[config.mk]
export PLATFORM = sky130hd
export DESIGN_NAME = presence_output_pwm
export DESIGN_NICKNAME = d
export VERILOG_FILES = /design/src/hw/presence_pwm_pkg.sv /design/src/hw/duty_link_if.sv /design/src/hw/duty_ramp.sv /design/src/hw/pwm_stage.sv /design/src/hw/presence_output_pwm.sv
export VERILOG_INCLUDE_DIRS = /design/src /design/src/hw
export SDC_FILE = /design/constraint.sdc
export NUM_CORES = 1
export LEC_CHECK = 0
export BUFFER_PORTS_ARGS = -buffer_cell sky130_fd_sc_hd__buf_2
export CORE_UTILIZATION = 48
export CTS_CLUSTER_DIAMETER = 120
export DETAILED_ROUTE_END_ITERATION = 8
export PLACE_DENSITY = 0.74
export SLEW_MARGIN = 10
export SYNTH_ARGS = -nofsm -noshare
export SYNTH_HDL_FRONTEND = slang
export SYNTH_SLANG_ARGS = --single-unit
[constraint.sdc]
create_clock -name mclk -period 31 [get_ports mclk]
set_input_delay 0 -clock mclk [delete_from_list [all_inputs] [get_ports mclk]]
set_output_delay 0 -clock mclk [all_outputs]
set_load 0.03 [all_outputs]
[src/hw/presence_pwm_map.svh]
`ifndef PRESENCE_PWM_MAP_SVH
`define PRESENCE_PWM_MAP_SVH

// pin selector that names the presence output
`define SEL_PRESENCE 8'h01
// polarity value field in the polarity argument
`define POL_BIT 0
`define POL_LIMIT 8'h01
`define POL_DEFAULT 1'b1

// duty limits and reset profile
`define DUTY_LIMIT 8'h64
`define DUTY_FULL 7'h64
`define IDLE_DUTY_DEFAULT 7'h00
`define DET_DUTY_DEFAULT 7'h64
`define RAMP_LEN_DEFAULT 8'h00

// words carried by each reply
`define REPLY_WORDS_NONE 2'h0
`define REPLY_WORDS_POL 2'h2
`define REPLY_WORDS_DUTY 2'h3

// timing
`define RAMP_STEP_TIME_MS 64
`define CLK_FREQ_KHZ 100000
`define PWM_SLOTS 7'h64
`define PWM_PRESCALE_DEF 10

`endif

[src/hw/presence_pwm_pkg.sv]
package presence_pwm_pkg;

   typedef enum logic [3:0] {
      CMD_SET_POL  = 4'h1,
      CMD_GET_POL  = 4'h2,
      CMD_SET_DUTY = 4'h4,
      CMD_GET_DUTY = 4'h8
   } cmd_op_e;

   typedef enum logic [2:0] {
      RAMP_HOLD = 3'h1,
      RAMP_UP   = 3'h2,
      RAMP_DOWN = 3'h4
   } ramp_state_e;

   typedef logic [7:0] arg_t;
   typedef logic [6:0] duty_t;

endpackage

[src/hw/duty_link_if.sv]
interface duty_link_if;
   import presence_pwm_pkg::*;
   logic ce;
   logic step_tick;
   logic detect;
   logic polarity;
   duty_t idle_duty;
   duty_t det_duty;
   arg_t ramp_len;
   duty_t duty;
   logic ramping;

   modport ctl(output ce, step_tick, detect, polarity, idle_duty, det_duty, ramp_len,
      input duty, ramping);
   modport ramp(input ce, step_tick, detect, idle_duty, det_duty, ramp_len,
      output duty, ramping);
   modport stage(input ce, duty, polarity);
endinterface

[src/hw/duty_ramp.sv]
`include "presence_pwm_map.svh"

module duty_ramp
   import presence_pwm_pkg::*;
(
   // clock and reset
   input wire logic mclk,
   input wire logic rst,
   // link to control and output stage
   duty_link_if.ramp link
);

   ramp_state_e state_ff;
   ramp_state_e nxt_state;
   arg_t pos_ff;
   duty_t duty_ff;
   duty_t nxt_duty;
   logic rising;
   duty_t span;
   logic [14:0] prod;
   logic [14:0] quo;

   always_comb begin
      if (link.ramp_len == 8'h00) begin
         nxt_state = RAMP_HOLD;
      end else if (link.detect && pos_ff < link.ramp_len) begin
         nxt_state = RAMP_UP;
      end else if (!link.detect && pos_ff != 8'h00) begin
         nxt_state = RAMP_DOWN;
      end else begin
         nxt_state = RAMP_HOLD;
      end
   end

   always_ff @(posedge mclk) begin
      if (rst) begin
         state_ff <= RAMP_HOLD;
      end else if (link.ce) begin
         state_ff <= nxt_state;
      end
   end

   // position counts 64 ms steps from the idle end toward the detected end
   always_ff @(posedge mclk) begin
      if (rst) begin
         pos_ff <= 8'h00;
      end else if (link.ce) begin
         if (link.ramp_len == 8'h00) begin
            pos_ff <= 8'h00;
         end else if (pos_ff > link.ramp_len) begin
            pos_ff <= link.ramp_len;
         end else if (link.step_tick) begin
            case (state_ff)
               RAMP_UP: if (pos_ff < link.ramp_len) pos_ff <= pos_ff + 8'h01;
               RAMP_DOWN: if (pos_ff != 8'h00) pos_ff <= pos_ff - 8'h01;
               RAMP_HOLD: pos_ff <= pos_ff;
               default: pos_ff <= pos_ff;
            endcase
         end
      end
   end

   // linear interpolation between the two levels
   always_comb begin
      rising = link.det_duty >= link.idle_duty;
      span = rising ? link.det_duty - link.idle_duty : link.idle_duty - link.det_duty;
      prod = {8'h00, span} * {7'h00, pos_ff};
      quo = (link.ramp_len == 8'h00) ? 15'h0000 : prod / {7'h00, link.ramp_len};
      if (link.ramp_len == 8'h00) begin
         nxt_duty = link.detect ? link.det_duty : link.idle_duty;
      end else if (rising) begin
         nxt_duty = link.idle_duty + quo[6:0];
      end else begin
         nxt_duty = link.idle_duty - quo[6:0];
      end
   end

   always_ff @(posedge mclk) begin
      if (rst) begin
         duty_ff <= `IDLE_DUTY_DEFAULT;
      end else if (link.ce) begin
         duty_ff <= nxt_duty;
      end
   end

   assign link.duty = duty_ff;
   assign link.ramping = state_ff != RAMP_HOLD;
endmodule

[src/hw/pwm_stage.sv]
`include "presence_pwm_map.svh"

module pwm_stage
   import presence_pwm_pkg::*;
#(
   parameter int PRESCALE = `PWM_PRESCALE_DEF
)
(
   // clock and reset
   input wire logic mclk,
   input wire logic rst,
   // duty and polarity
   duty_link_if.stage link,
   // presence pin
   output logic presence_out
);

   localparam int PW = $clog2(PRESCALE + 1);

   logic [PW-1:0] pre_ff;
   duty_t slot_ff;
   duty_t duty_lat_ff;
   logic pol_lat_ff;
   logic out_ff;
   logic slot_end;
   logic wrap;
   logic raw;

   assign slot_end = pre_ff == PW'(PRESCALE - 1);
   assign wrap = slot_end && slot_ff == `PWM_SLOTS - 7'h01;

   always_ff @(posedge mclk) begin
      if (rst) begin
         pre_ff <= '0;
         slot_ff <= 7'h00;
      end else if (link.ce) begin
         pre_ff <= slot_end ? '0 : pre_ff + PW'(1);
         if (slot_end) begin
            slot_ff <= wrap ? 7'h00 : slot_ff + 7'h01;
         end
      end
   end

   // new duty and polarity only at the period edge, so no runt pulse appears
   always_ff @(posedge mclk) begin
      if (rst) begin
         duty_lat_ff <= `IDLE_DUTY_DEFAULT;
         pol_lat_ff <= `POL_DEFAULT;
      end else if (link.ce && wrap) begin
         duty_lat_ff <= link.duty;
         pol_lat_ff <= link.polarity;
      end
   end

   // slot below duty is high, so 100 is always high and 0 always low
   assign raw = slot_ff < duty_lat_ff;

   always_ff @(posedge mclk) begin
      if (rst) begin
         out_ff <= 1'b0;
      end else if (link.ce) begin
         out_ff <= pol_lat_ff ? raw : ~raw;
      end
   end

   assign presence_out = out_ff;
endmodule

[src/hw/presence_output_pwm.sv]
// Notes on behaviour
// - With polarity 0 the presence pin is low while a target is seen and high otherwise.
// - With polarity 1, the reset default, the pin is high on a target and low otherwise.
// - The polarity command names pin selector 1 for the presence pin, then the value.
// - A polarity read returns the selector and that pin's current polarity.
// - The pin carries a PWM wave where, with polarity 1, 100 percent is steady high and 0 percent steady low.
// - The first duty value, 0 to 100, is the duty used with no target present.
// - The second duty value, 0 to 100, is the duty used while a target is present.
// - The third duty value, 0 to 255, makes the ramp between the levels last that many 64 ms.
// - Polarity is applied in the PWM output stage and decides which level is active.
// - The PWM wave leaves on the presence pin itself, not a separate pin.
// - A duty read returns idle duty, detected duty and ramp step count in that order.
// - Each configuration command answers success when applied and failure when rejected.
`include "presence_pwm_map.svh"

module presence_output_pwm
   import presence_pwm_pkg::*;
#(
   parameter int unsigned STEP_CYCLES = `RAMP_STEP_TIME_MS * `CLK_FREQ_KHZ,
   parameter int PWM_PRESCALE = `PWM_PRESCALE_DEF
)
(
   // clock, reset and enable
   input wire logic mclk,
   input wire logic rst,
   input wire logic ce,
   // detection result from radar processing
   input wire logic target_detected,
   // command port
   input wire logic cmd_valid,
   input wire cmd_op_e cmd_op,
   input wire arg_t cmd_arg0,
   input wire arg_t cmd_arg1,
   input wire arg_t cmd_arg2,
   input wire logic cmd_arg2_given,
   // reply port
   output logic rsp_valid,
   output logic rsp_ok,
   output logic [1:0] rsp_count,
   output arg_t rsp_word0,
   output arg_t rsp_word1,
   output arg_t rsp_word2,
   // status
   output duty_t duty_now,
   output logic polarity_now,
   output logic ramp_active,
   // presence pin
   output logic presence_out
);

   localparam int TW = $clog2(STEP_CYCLES + 1);

   duty_link_if link();

   // configuration
   logic pol_ff;
   duty_t idle_ff;
   duty_t det_ff;
   arg_t ramp_ff;
   logic nxt_pol;
   duty_t nxt_idle;
   duty_t nxt_det;
   arg_t nxt_ramp;

   // reply
   logic rsp_valid_ff;
   logic rsp_ok_ff;
   logic [1:0] rsp_count_ff;
   arg_t rsp_w0_ff;
   arg_t rsp_w1_ff;
   arg_t rsp_w2_ff;
   logic nxt_ok;
   logic [1:0] nxt_count;
   arg_t nxt_w0;
   arg_t nxt_w1;
   arg_t nxt_w2;

   // ramp step timer
   logic [TW-1:0] tmr_ff;
   logic step_tick;

   logic take;
   logic sel_ok;
   logic pol_val_ok;
   logic duty_args_ok;

   assign take = ce && cmd_valid;
   assign sel_ok = cmd_arg0 == `SEL_PRESENCE;
   assign pol_val_ok = cmd_arg1 <= `POL_LIMIT;
   assign duty_args_ok = cmd_arg0 <= `DUTY_LIMIT && cmd_arg1 <= `DUTY_LIMIT;

   // decode: rejected commands leave every setting untouched
   always_comb begin
      nxt_pol = pol_ff;
      nxt_idle = idle_ff;
      nxt_det = det_ff;
      nxt_ramp = ramp_ff;
      nxt_ok = 1'b0;
      nxt_count = `REPLY_WORDS_NONE;
      nxt_w0 = 8'h00;
      nxt_w1 = 8'h00;
      nxt_w2 = 8'h00;
      case (cmd_op)
         CMD_SET_POL: begin
            if (sel_ok && pol_val_ok) begin
               nxt_pol = cmd_arg1[`POL_BIT];
               nxt_ok = 1'b1;
            end
         end
         CMD_GET_POL: begin
            if (sel_ok) begin
               nxt_ok = 1'b1;
               nxt_count = `REPLY_WORDS_POL;
               nxt_w0 = cmd_arg0;
               nxt_w1 = {7'h00, pol_ff};
            end
         end
         CMD_SET_DUTY: begin
            if (duty_args_ok) begin
               nxt_idle = cmd_arg0[6:0];
               nxt_det = cmd_arg1[6:0];
               nxt_ramp = cmd_arg2_given ? cmd_arg2 : 8'h00;
               nxt_ok = 1'b1;
            end
         end
         CMD_GET_DUTY: begin
            nxt_ok = 1'b1;
            nxt_count = `REPLY_WORDS_DUTY;
            nxt_w0 = {1'b0, idle_ff};
            nxt_w1 = {1'b0, det_ff};
            nxt_w2 = ramp_ff;
         end
         default: begin
            nxt_ok = 1'b0;
         end
      endcase
   end

   always_ff @(posedge mclk) begin
      if (rst) begin
         pol_ff <= `POL_DEFAULT;
         idle_ff <= `IDLE_DUTY_DEFAULT;
         det_ff <= `DET_DUTY_DEFAULT;
         ramp_ff <= `RAMP_LEN_DEFAULT;
      end else if (take) begin
         pol_ff <= nxt_pol;
         idle_ff <= nxt_idle;
         det_ff <= nxt_det;
         ramp_ff <= nxt_ramp;
      end
   end

   // reply follows every taken command by one cycle
   always_ff @(posedge mclk) begin
      if (rst) begin
         rsp_valid_ff <= 1'b0;
      end else if (ce) begin
         rsp_valid_ff <= cmd_valid;
      end
   end

   always_ff @(posedge mclk) begin
      if (rst) begin
         rsp_ok_ff <= 1'b0;
         rsp_count_ff <= `REPLY_WORDS_NONE;
         rsp_w0_ff <= 8'h00;
         rsp_w1_ff <= 8'h00;
         rsp_w2_ff <= 8'h00;
      end else if (take) begin
         rsp_ok_ff <= nxt_ok;
         rsp_count_ff <= nxt_count;
         rsp_w0_ff <= nxt_w0;
         rsp_w1_ff <= nxt_w1;
         rsp_w2_ff <= nxt_w2;
      end
   end

   // timer idles at zero between ramps so the first step is a full 64 ms
   assign step_tick = link.ramping && tmr_ff == TW'(STEP_CYCLES - 1);

   always_ff @(posedge mclk) begin
      if (rst) begin
         tmr_ff <= '0;
      end else if (ce) begin
         if (!link.ramping || step_tick) begin
            tmr_ff <= '0;
         end else begin
            tmr_ff <= tmr_ff + TW'(1);
         end
      end
   end

   assign link.ce = ce;
   assign link.step_tick = step_tick;
   assign link.detect = target_detected;
   assign link.polarity = pol_ff;
   assign link.idle_duty = idle_ff;
   assign link.det_duty = det_ff;
   assign link.ramp_len = ramp_ff;

   duty_ramp u_ramp (
      .mclk(mclk),
      .rst(rst),
      .link(link.ramp)
   );

   pwm_stage #(
      .PRESCALE(PWM_PRESCALE)
   ) u_stage (
      .mclk(mclk),
      .rst(rst),
      .link(link.stage),
      .presence_out(presence_out)
   );

   assign rsp_valid = rsp_valid_ff;
   assign rsp_ok = rsp_ok_ff;
   assign rsp_count = rsp_count_ff;
   assign rsp_word0 = rsp_w0_ff;
   assign rsp_word1 = rsp_w1_ff;
   assign rsp_word2 = rsp_w2_ff;
   assign duty_now = link.duty;
   assign polarity_now = pol_ff;
   assign ramp_active = link.ramping;
endmodule

* Word level (Yosys, flattened, before mapping)
Cells that the tools add are included.
Storage, ports and cells: flip-flop bits (word level) 112, bits in latches 0, RAM bits 0, bits in read-only memories 0, logic and storage cells 100, memories kept 0
Cells by class: add/subtract/negate cells 9, multipliers 1, div/mod/pow operators 1, $lt $le $gt $ge 7, eq/ne operators 13, shifts and indexed selects 0, mux-type cells 30, bitwise operators 1, reductions and logical operators 19
Operators with widths (number):
- $mux 8 | 8
- $mux 7 | 6
- $pmux 8 s2 | 2
- $add 23x1->23 const B | 1
- $eq 23x23->1 const B | 1
- $mux 23 | 1
- $sub 7x7->7 | 3
- $le 8x7->1 const B | 2
- $div 15x8->15 | 1
- $mul 7x8->15 | 1
- $pmux 7 s2 | 1
- $mux 3 | 3
- $add 8x1->8 const B | 1
- $eq 4x4->1 const B | 2
- $eq 8x1->1 const B | 1
- $gt 8x8->1 | 1
- $le 8x1->1 const B | 1
- $logic_and 1x1->1 | 8
- $logic_not 8->1 | 1
- $lt 8x8->1 | 1
- $ne 4x1->1 const B | 2
- $reduce_bool 8->1 | 1
- $sub 8x1->8 const B | 1
- $add 7x1->7 const B | 1
- 24 further kinds | 30

* Logic depth before layout (Yosys ltp)
depth after elaboration 8, gate-level depth with buffers 186

* Cells and area by module
A second synthesis with hierarchy kept.
Second synthesis, totals: cells, all modules 1780, area total of the unflattened synthesis 14061.0 um2
Modules (own cells, without submodules):
- duty_ramp | times used 1, cells an instance 1268, area an instance 9608.0 um2, seq. area each 360.3 um2
- presence_output_pwm | times used 1, cells an instance 397, area an instance 3377.0 um2, seq. area each 1461.4 um2
- pwm_stage | times used 1, cells an instance 115, area an instance 1076.0 um2, seq. area each 400.4 um2

* Least setup slack after synthesis
No wires, ideal clock.
path type reg2reg, from reg idle_ff[0], to reg u_ramp.duty_ff[6] (netlist: u_ramp.link.duty[6]), data arrival time 34.189 ns, data required time 30.868 ns, setup slack -3.321 ns, stages on the path, launching flop included 171, cells stage by stage dfxtp_1 -> inv_1 -> ha_1 -> nand2b_1 -> a21o_1 -> a21oi_1 -> o21bai_1 -> a21oi_1 -> nor2b_1 -> o21ai_0 -> nand2b_1 -> clkbuf_1 -> clkbuf_1 -> mux2i_1 -> nand2_1 -> nand2_1 -> nand2_1 -> a21oi_1 -> [... 135 more ...] -> a211o_1 -> or3b_1 -> o41ai_1 -> ha_1 -> inv_1 -> mux2i_1 -> inv_1 -> fa_1 -> inv_1 -> a21oi_1 -> o21bai_1 -> a21o_1 -> a21oi_1 -> xnor2_1 -> xnor2_1 -> xnor2_1 -> o211ai_1 -> a21oi_1
Between the ends: word-level cells in the longest chain between the ends 8, elaborated cells on any way between the ends 11, classes of those cells 4 x add/sub; 1 x mul; 1 x div; 1 x order compare; 4 x mux
Ends and longest elaborated chain:
- start: declaration | RTL line presence_output_pwm.sv:57 | duty_t idle_ff;
- start signal: assignment | RTL line presence_output_pwm.sv:142 | idle_ff <= `IDLE_DUTY_DEFAULT;
- start signal: assignment | RTL line presence_output_pwm.sv:147 | idle_ff <= nxt_idle;
- $sub 7x7->7 / $ge 7x7->1 (equally long branches) | RTL line duty_ramp.sv:66, duty_ramp.sv:65
- $mux 7 | RTL line duty_ramp.sv:66 | span = rising ? link.det_duty - link.idle_duty : link.idle_duty - link.det_duty;
- $mul 7x8->15 | RTL line duty_ramp.sv:67 | prod = {8'h00, span} * {7'h00, pos_ff};
- $div 15x8->15 | RTL line duty_ramp.sv:68 | quo = (link.ramp_len == 8'h00) ? 15'h0000 : prod / {7'h00, link.ramp_len};
- $mux 7 | RTL line duty_ramp.sv:68
- $sub 7x7->7 / $add 7x7->7 (equally long branches) | RTL line duty_ramp.sv:74, duty_ramp.sv:72
- $mux 7 * | RTL line duty_ramp.sv:71 | end else if (rising) begin
- $mux 7 * | RTL line duty_ramp.sv:69 | if (link.ramp_len == 8'h00) begin
- end signal: assignment | RTL line duty_ramp.sv:80 | duty_ff <= `IDLE_DUTY_DEFAULT;
- end signal: assignment | RTL line duty_ramp.sv:82 | duty_ff <= nxt_duty;
- end: declaration | RTL line duty_ramp.sv:16 | duty_t duty_ff;
Every way passes the cells marked *; elsewhere a longest branch is shown, timed or not. A chain may end at the register's enable or synchronous reset.

* Worst setup path in the final report
from reg idle_ff[0], to reg u_ramp.duty_ff[4] (netlist: u_ramp.link.duty[4])
Same word-level chain as after synthesis.

==> impl_results.md <==
* Outcome: finished with violations
* Failing checks: setup timing
* FFs w/ async S/R, synth at 0%
* Startpoint types: register
* Slew @ Worst Pin at roughly 1.2 ns
* Worst r2r src: idle_ff[0]
* Placer Congestion at just under 1
* Detailed Route WL at between 40 and 50 mm
* Post-synth EDFFs at 0
* Root buffer cell: clkbuf_16
* Vias/cell at between 6 and 7
* Die extent in x at approximately 170 µm
* Fin Setup TNS at -4.27 ns
* H-tree levels at 3
* Slew Limit Fails at 0
* Slowest CP cell: fa_1
* Final period utilization at 103%
* Worst Setup End Kind: register
* Drt first-iter violations at 1069
* Wire per inst at 18.4 µm
* GRT overflow at 0
* Reg2Reg Depth at about 180
* RSZ-0062 raised after global routing: yes
* 1st-pass router iterations at 7
* Detailed placement HPWL at 30.3 mm
* Core Region at between 20000 and 30000 µm²
* R2R Setup Slk at -1.08 ns
* Critical path origin: idle_ff[0]
* Final std cells w/o fill at about 2500
* CTS tree: built
* Slew HR at 19.5%
* Final clock skew at 0.0138 ns
* Worst Setup EP: u_ramp.link.duty[4]
* Setup Viol. Count Final at 6
* Syn Inst Count at approximately 1700
* Ratio of cells with drive above 1 in the final layout at about a third
* Die area at 28300 µm²
* CTS sink count at 111
* Via count at 15000
* Final worst slack at -1.08 ns
* Port bufs at 70
* Vias in the first global route at about 15000
* WP data arrival at 32.29 ns
* DP Cell Count at about 2300
* DP Area at 15800 µm²
* Finished Cell Area at about 18000 µm²
* Area growth syn-to-layout at 39.0%
* Place WS at -1.19 ns
* Critical Path RT at 31.21 ns
* Initial antenna violation count at 0
* ANT nets after route at 0
* Diodes inserted at 0
* Sequential fraction of the synthesis area at around 17%
* Post-route minimum period at approximately 32 ns
* Maximum root-to-sink buffer count at 2
* Max Fclk at roughly 0.031 GHz
* Pin count of the biggest net entering global routing at 86
* Post-synth cell types at slightly above 90
* Ys Warns at 0
* Clk pin slew, worst setup/hold paths at 0.08 ns
* Syn Nets at around 1900
* Nets at roughly 2400
* Most used flip-flop cell after synthesis: dfxtp_1
* Number of I/O pins at 72
* Crit-path max FO at 7
* Drt drc at 0
* Reg2reg end: u_ramp.link.duty[4]
* Hold Violations, Final at 0
* Max-Cap Viols at 0
* Seq cells post-synth at about 110
* Largest stage delay on the critical path at ~0.58 ns
* Std cell rows at 60
* CP dominant cell by count: buf_4
* HP Class: input pin to register
* Post-Syn Area at between 10000 and 15000 µm²
* First-pass GRT wire length at between 70 and 80 mm
* Commonest non-fill, non-tap cell in the layout: buf_4
* Initial core utilization at approximately half
* GRT Util Overall at between 30% and 40%
* CTS Buf Count at 9
* Crit Path Class: register to register
* Die Height at around 170 µm
* Worst-Skew Late Latency at between 0.3 and 0.4 ns
* Filler Cells Inserted at about 2000
* Syn Area/Cell at roughly 7.8 µm²
* Commonest cells after routing, fill and taps aside: buf_4 (371), nand2_1 (164), nor2_1 (141)
synthesized netlist by cell type (41+ instances only):
library cell | number | share of area (%)
a21oi_1 | 141 | 5.3
clkbuf_1 | 45 | 1.3
dfxtp_1 | 111 | 17
ha_1 | 171 | 16
inv_1 | 80 | 2.3
nand2_1 | 171 | 4.8
nand3_1 | 67 | 2.5
nor2_1 | 150 | 4.3
nor3_1 | 49 | 1.9
o21a_1 | 41 | 2.3
o21ai_0 | 67 | 2.5
xnor2_1 | 55 | 3.6
xor2_1 | 43 | 2.8
repair_timing:
action                                  4_1_cts  5_1_grt
pin swaps                                   109      100
gates resized for setup                      66       93
hold buffers                                 31        0
setup buffers                               115       46
hold endpoints to repair                     24        0
endpoints found under the setup margin        7        7
worst min path at each step:
stage	slack (ns)	endpoint	cells after the start	start
floorplan	0.12	det_ff[2]	1	cmd_arg1[2]
global placement	0.25	det_ff[2]	2	cmd_arg1[2]
detailed placement	0.25	det_ff[2]	2	cmd_arg1[2]
CTS	0.02	rsp_ok	4	cmd_op[3]
global route	0.03	rsp_ok	4	cmd_op[3]
finish	0.03	rsp_ok	4	cmd_arg0[7]
layout make-up:
| class | count | area [µm²] | area share, % |
|---|---|---|---|
| clock inverters | 7 | 71.3 | 0.387 |
| repair buffers | 480 | 3540 | 19.2 |
| multi-input cells | 1453 | 11600 | 63.1 |
| clock buffers | 9 | 225 | 1.22 |
| inverters | 80 | 300 | 1.63 |
| well taps | 341 | 427 | 2.32 |
| flip-flops and latches | 111 | 2230 | 12.1 |
per-layer routing:
layer  GRT usage (%)  vias to the layer above  part of all wire (%)
li1                -                     6993                     -
met1            37.8                     7193                    41
met2            53.5                      641                    48
met3            4.82                      176                   6.7
met4            14.2                        0                   4.3
met5               0                        -                     0
flip-flops by register name, summed over array words and instances, names as in the netlist, 8 cells and up:
register       cells
link.ramp_len      8
rsp_word0          8
rsp_word2          8
tmr_ff            23
u_ramp.pos_ff      8
worst max-delay path: cells and delay by family, from the launching register on:
kind,cells,cell delay (ns)
adders and majority gates,20,6.26
xor gates and xnor gates,2,0.29
and+or+nand+nor,38,5.61
DFF,1,0.36
buffers and inverters,38,4.83
AOI/OAI and AO/OA,71,12.70
muxes,6,1.79
metrics by stage:
step / util (%) / hold slack (ns)
global placement: 58.5 / 0.251
detailed placement: 58.5 / 0.252
CTS: 65.1 / 0.0177
floorplan: - / 0.118
global route: 68.1 / 0.0314
finish: 68.1 / 0.0279
logic make-up after synthesis:
group                    Yosys count  synth area share, %
XOR/XNOR                          98                 6.48
multiplexers                      62                 4.94
adder cells (fa/ha/maj)          204                 21.1
other                              1               0.0283
AND/OR/NAND/NOR                  643                 23.9
buffers and inverters            139                 4.26
flip-flops                       111                 16.8
AO/OA/AOI/OAI                    445                 22.4
Power is left out: the tool's default activity adds up to more than one toggle a clock period on the data nets, which glitch-free logic cannot reach.
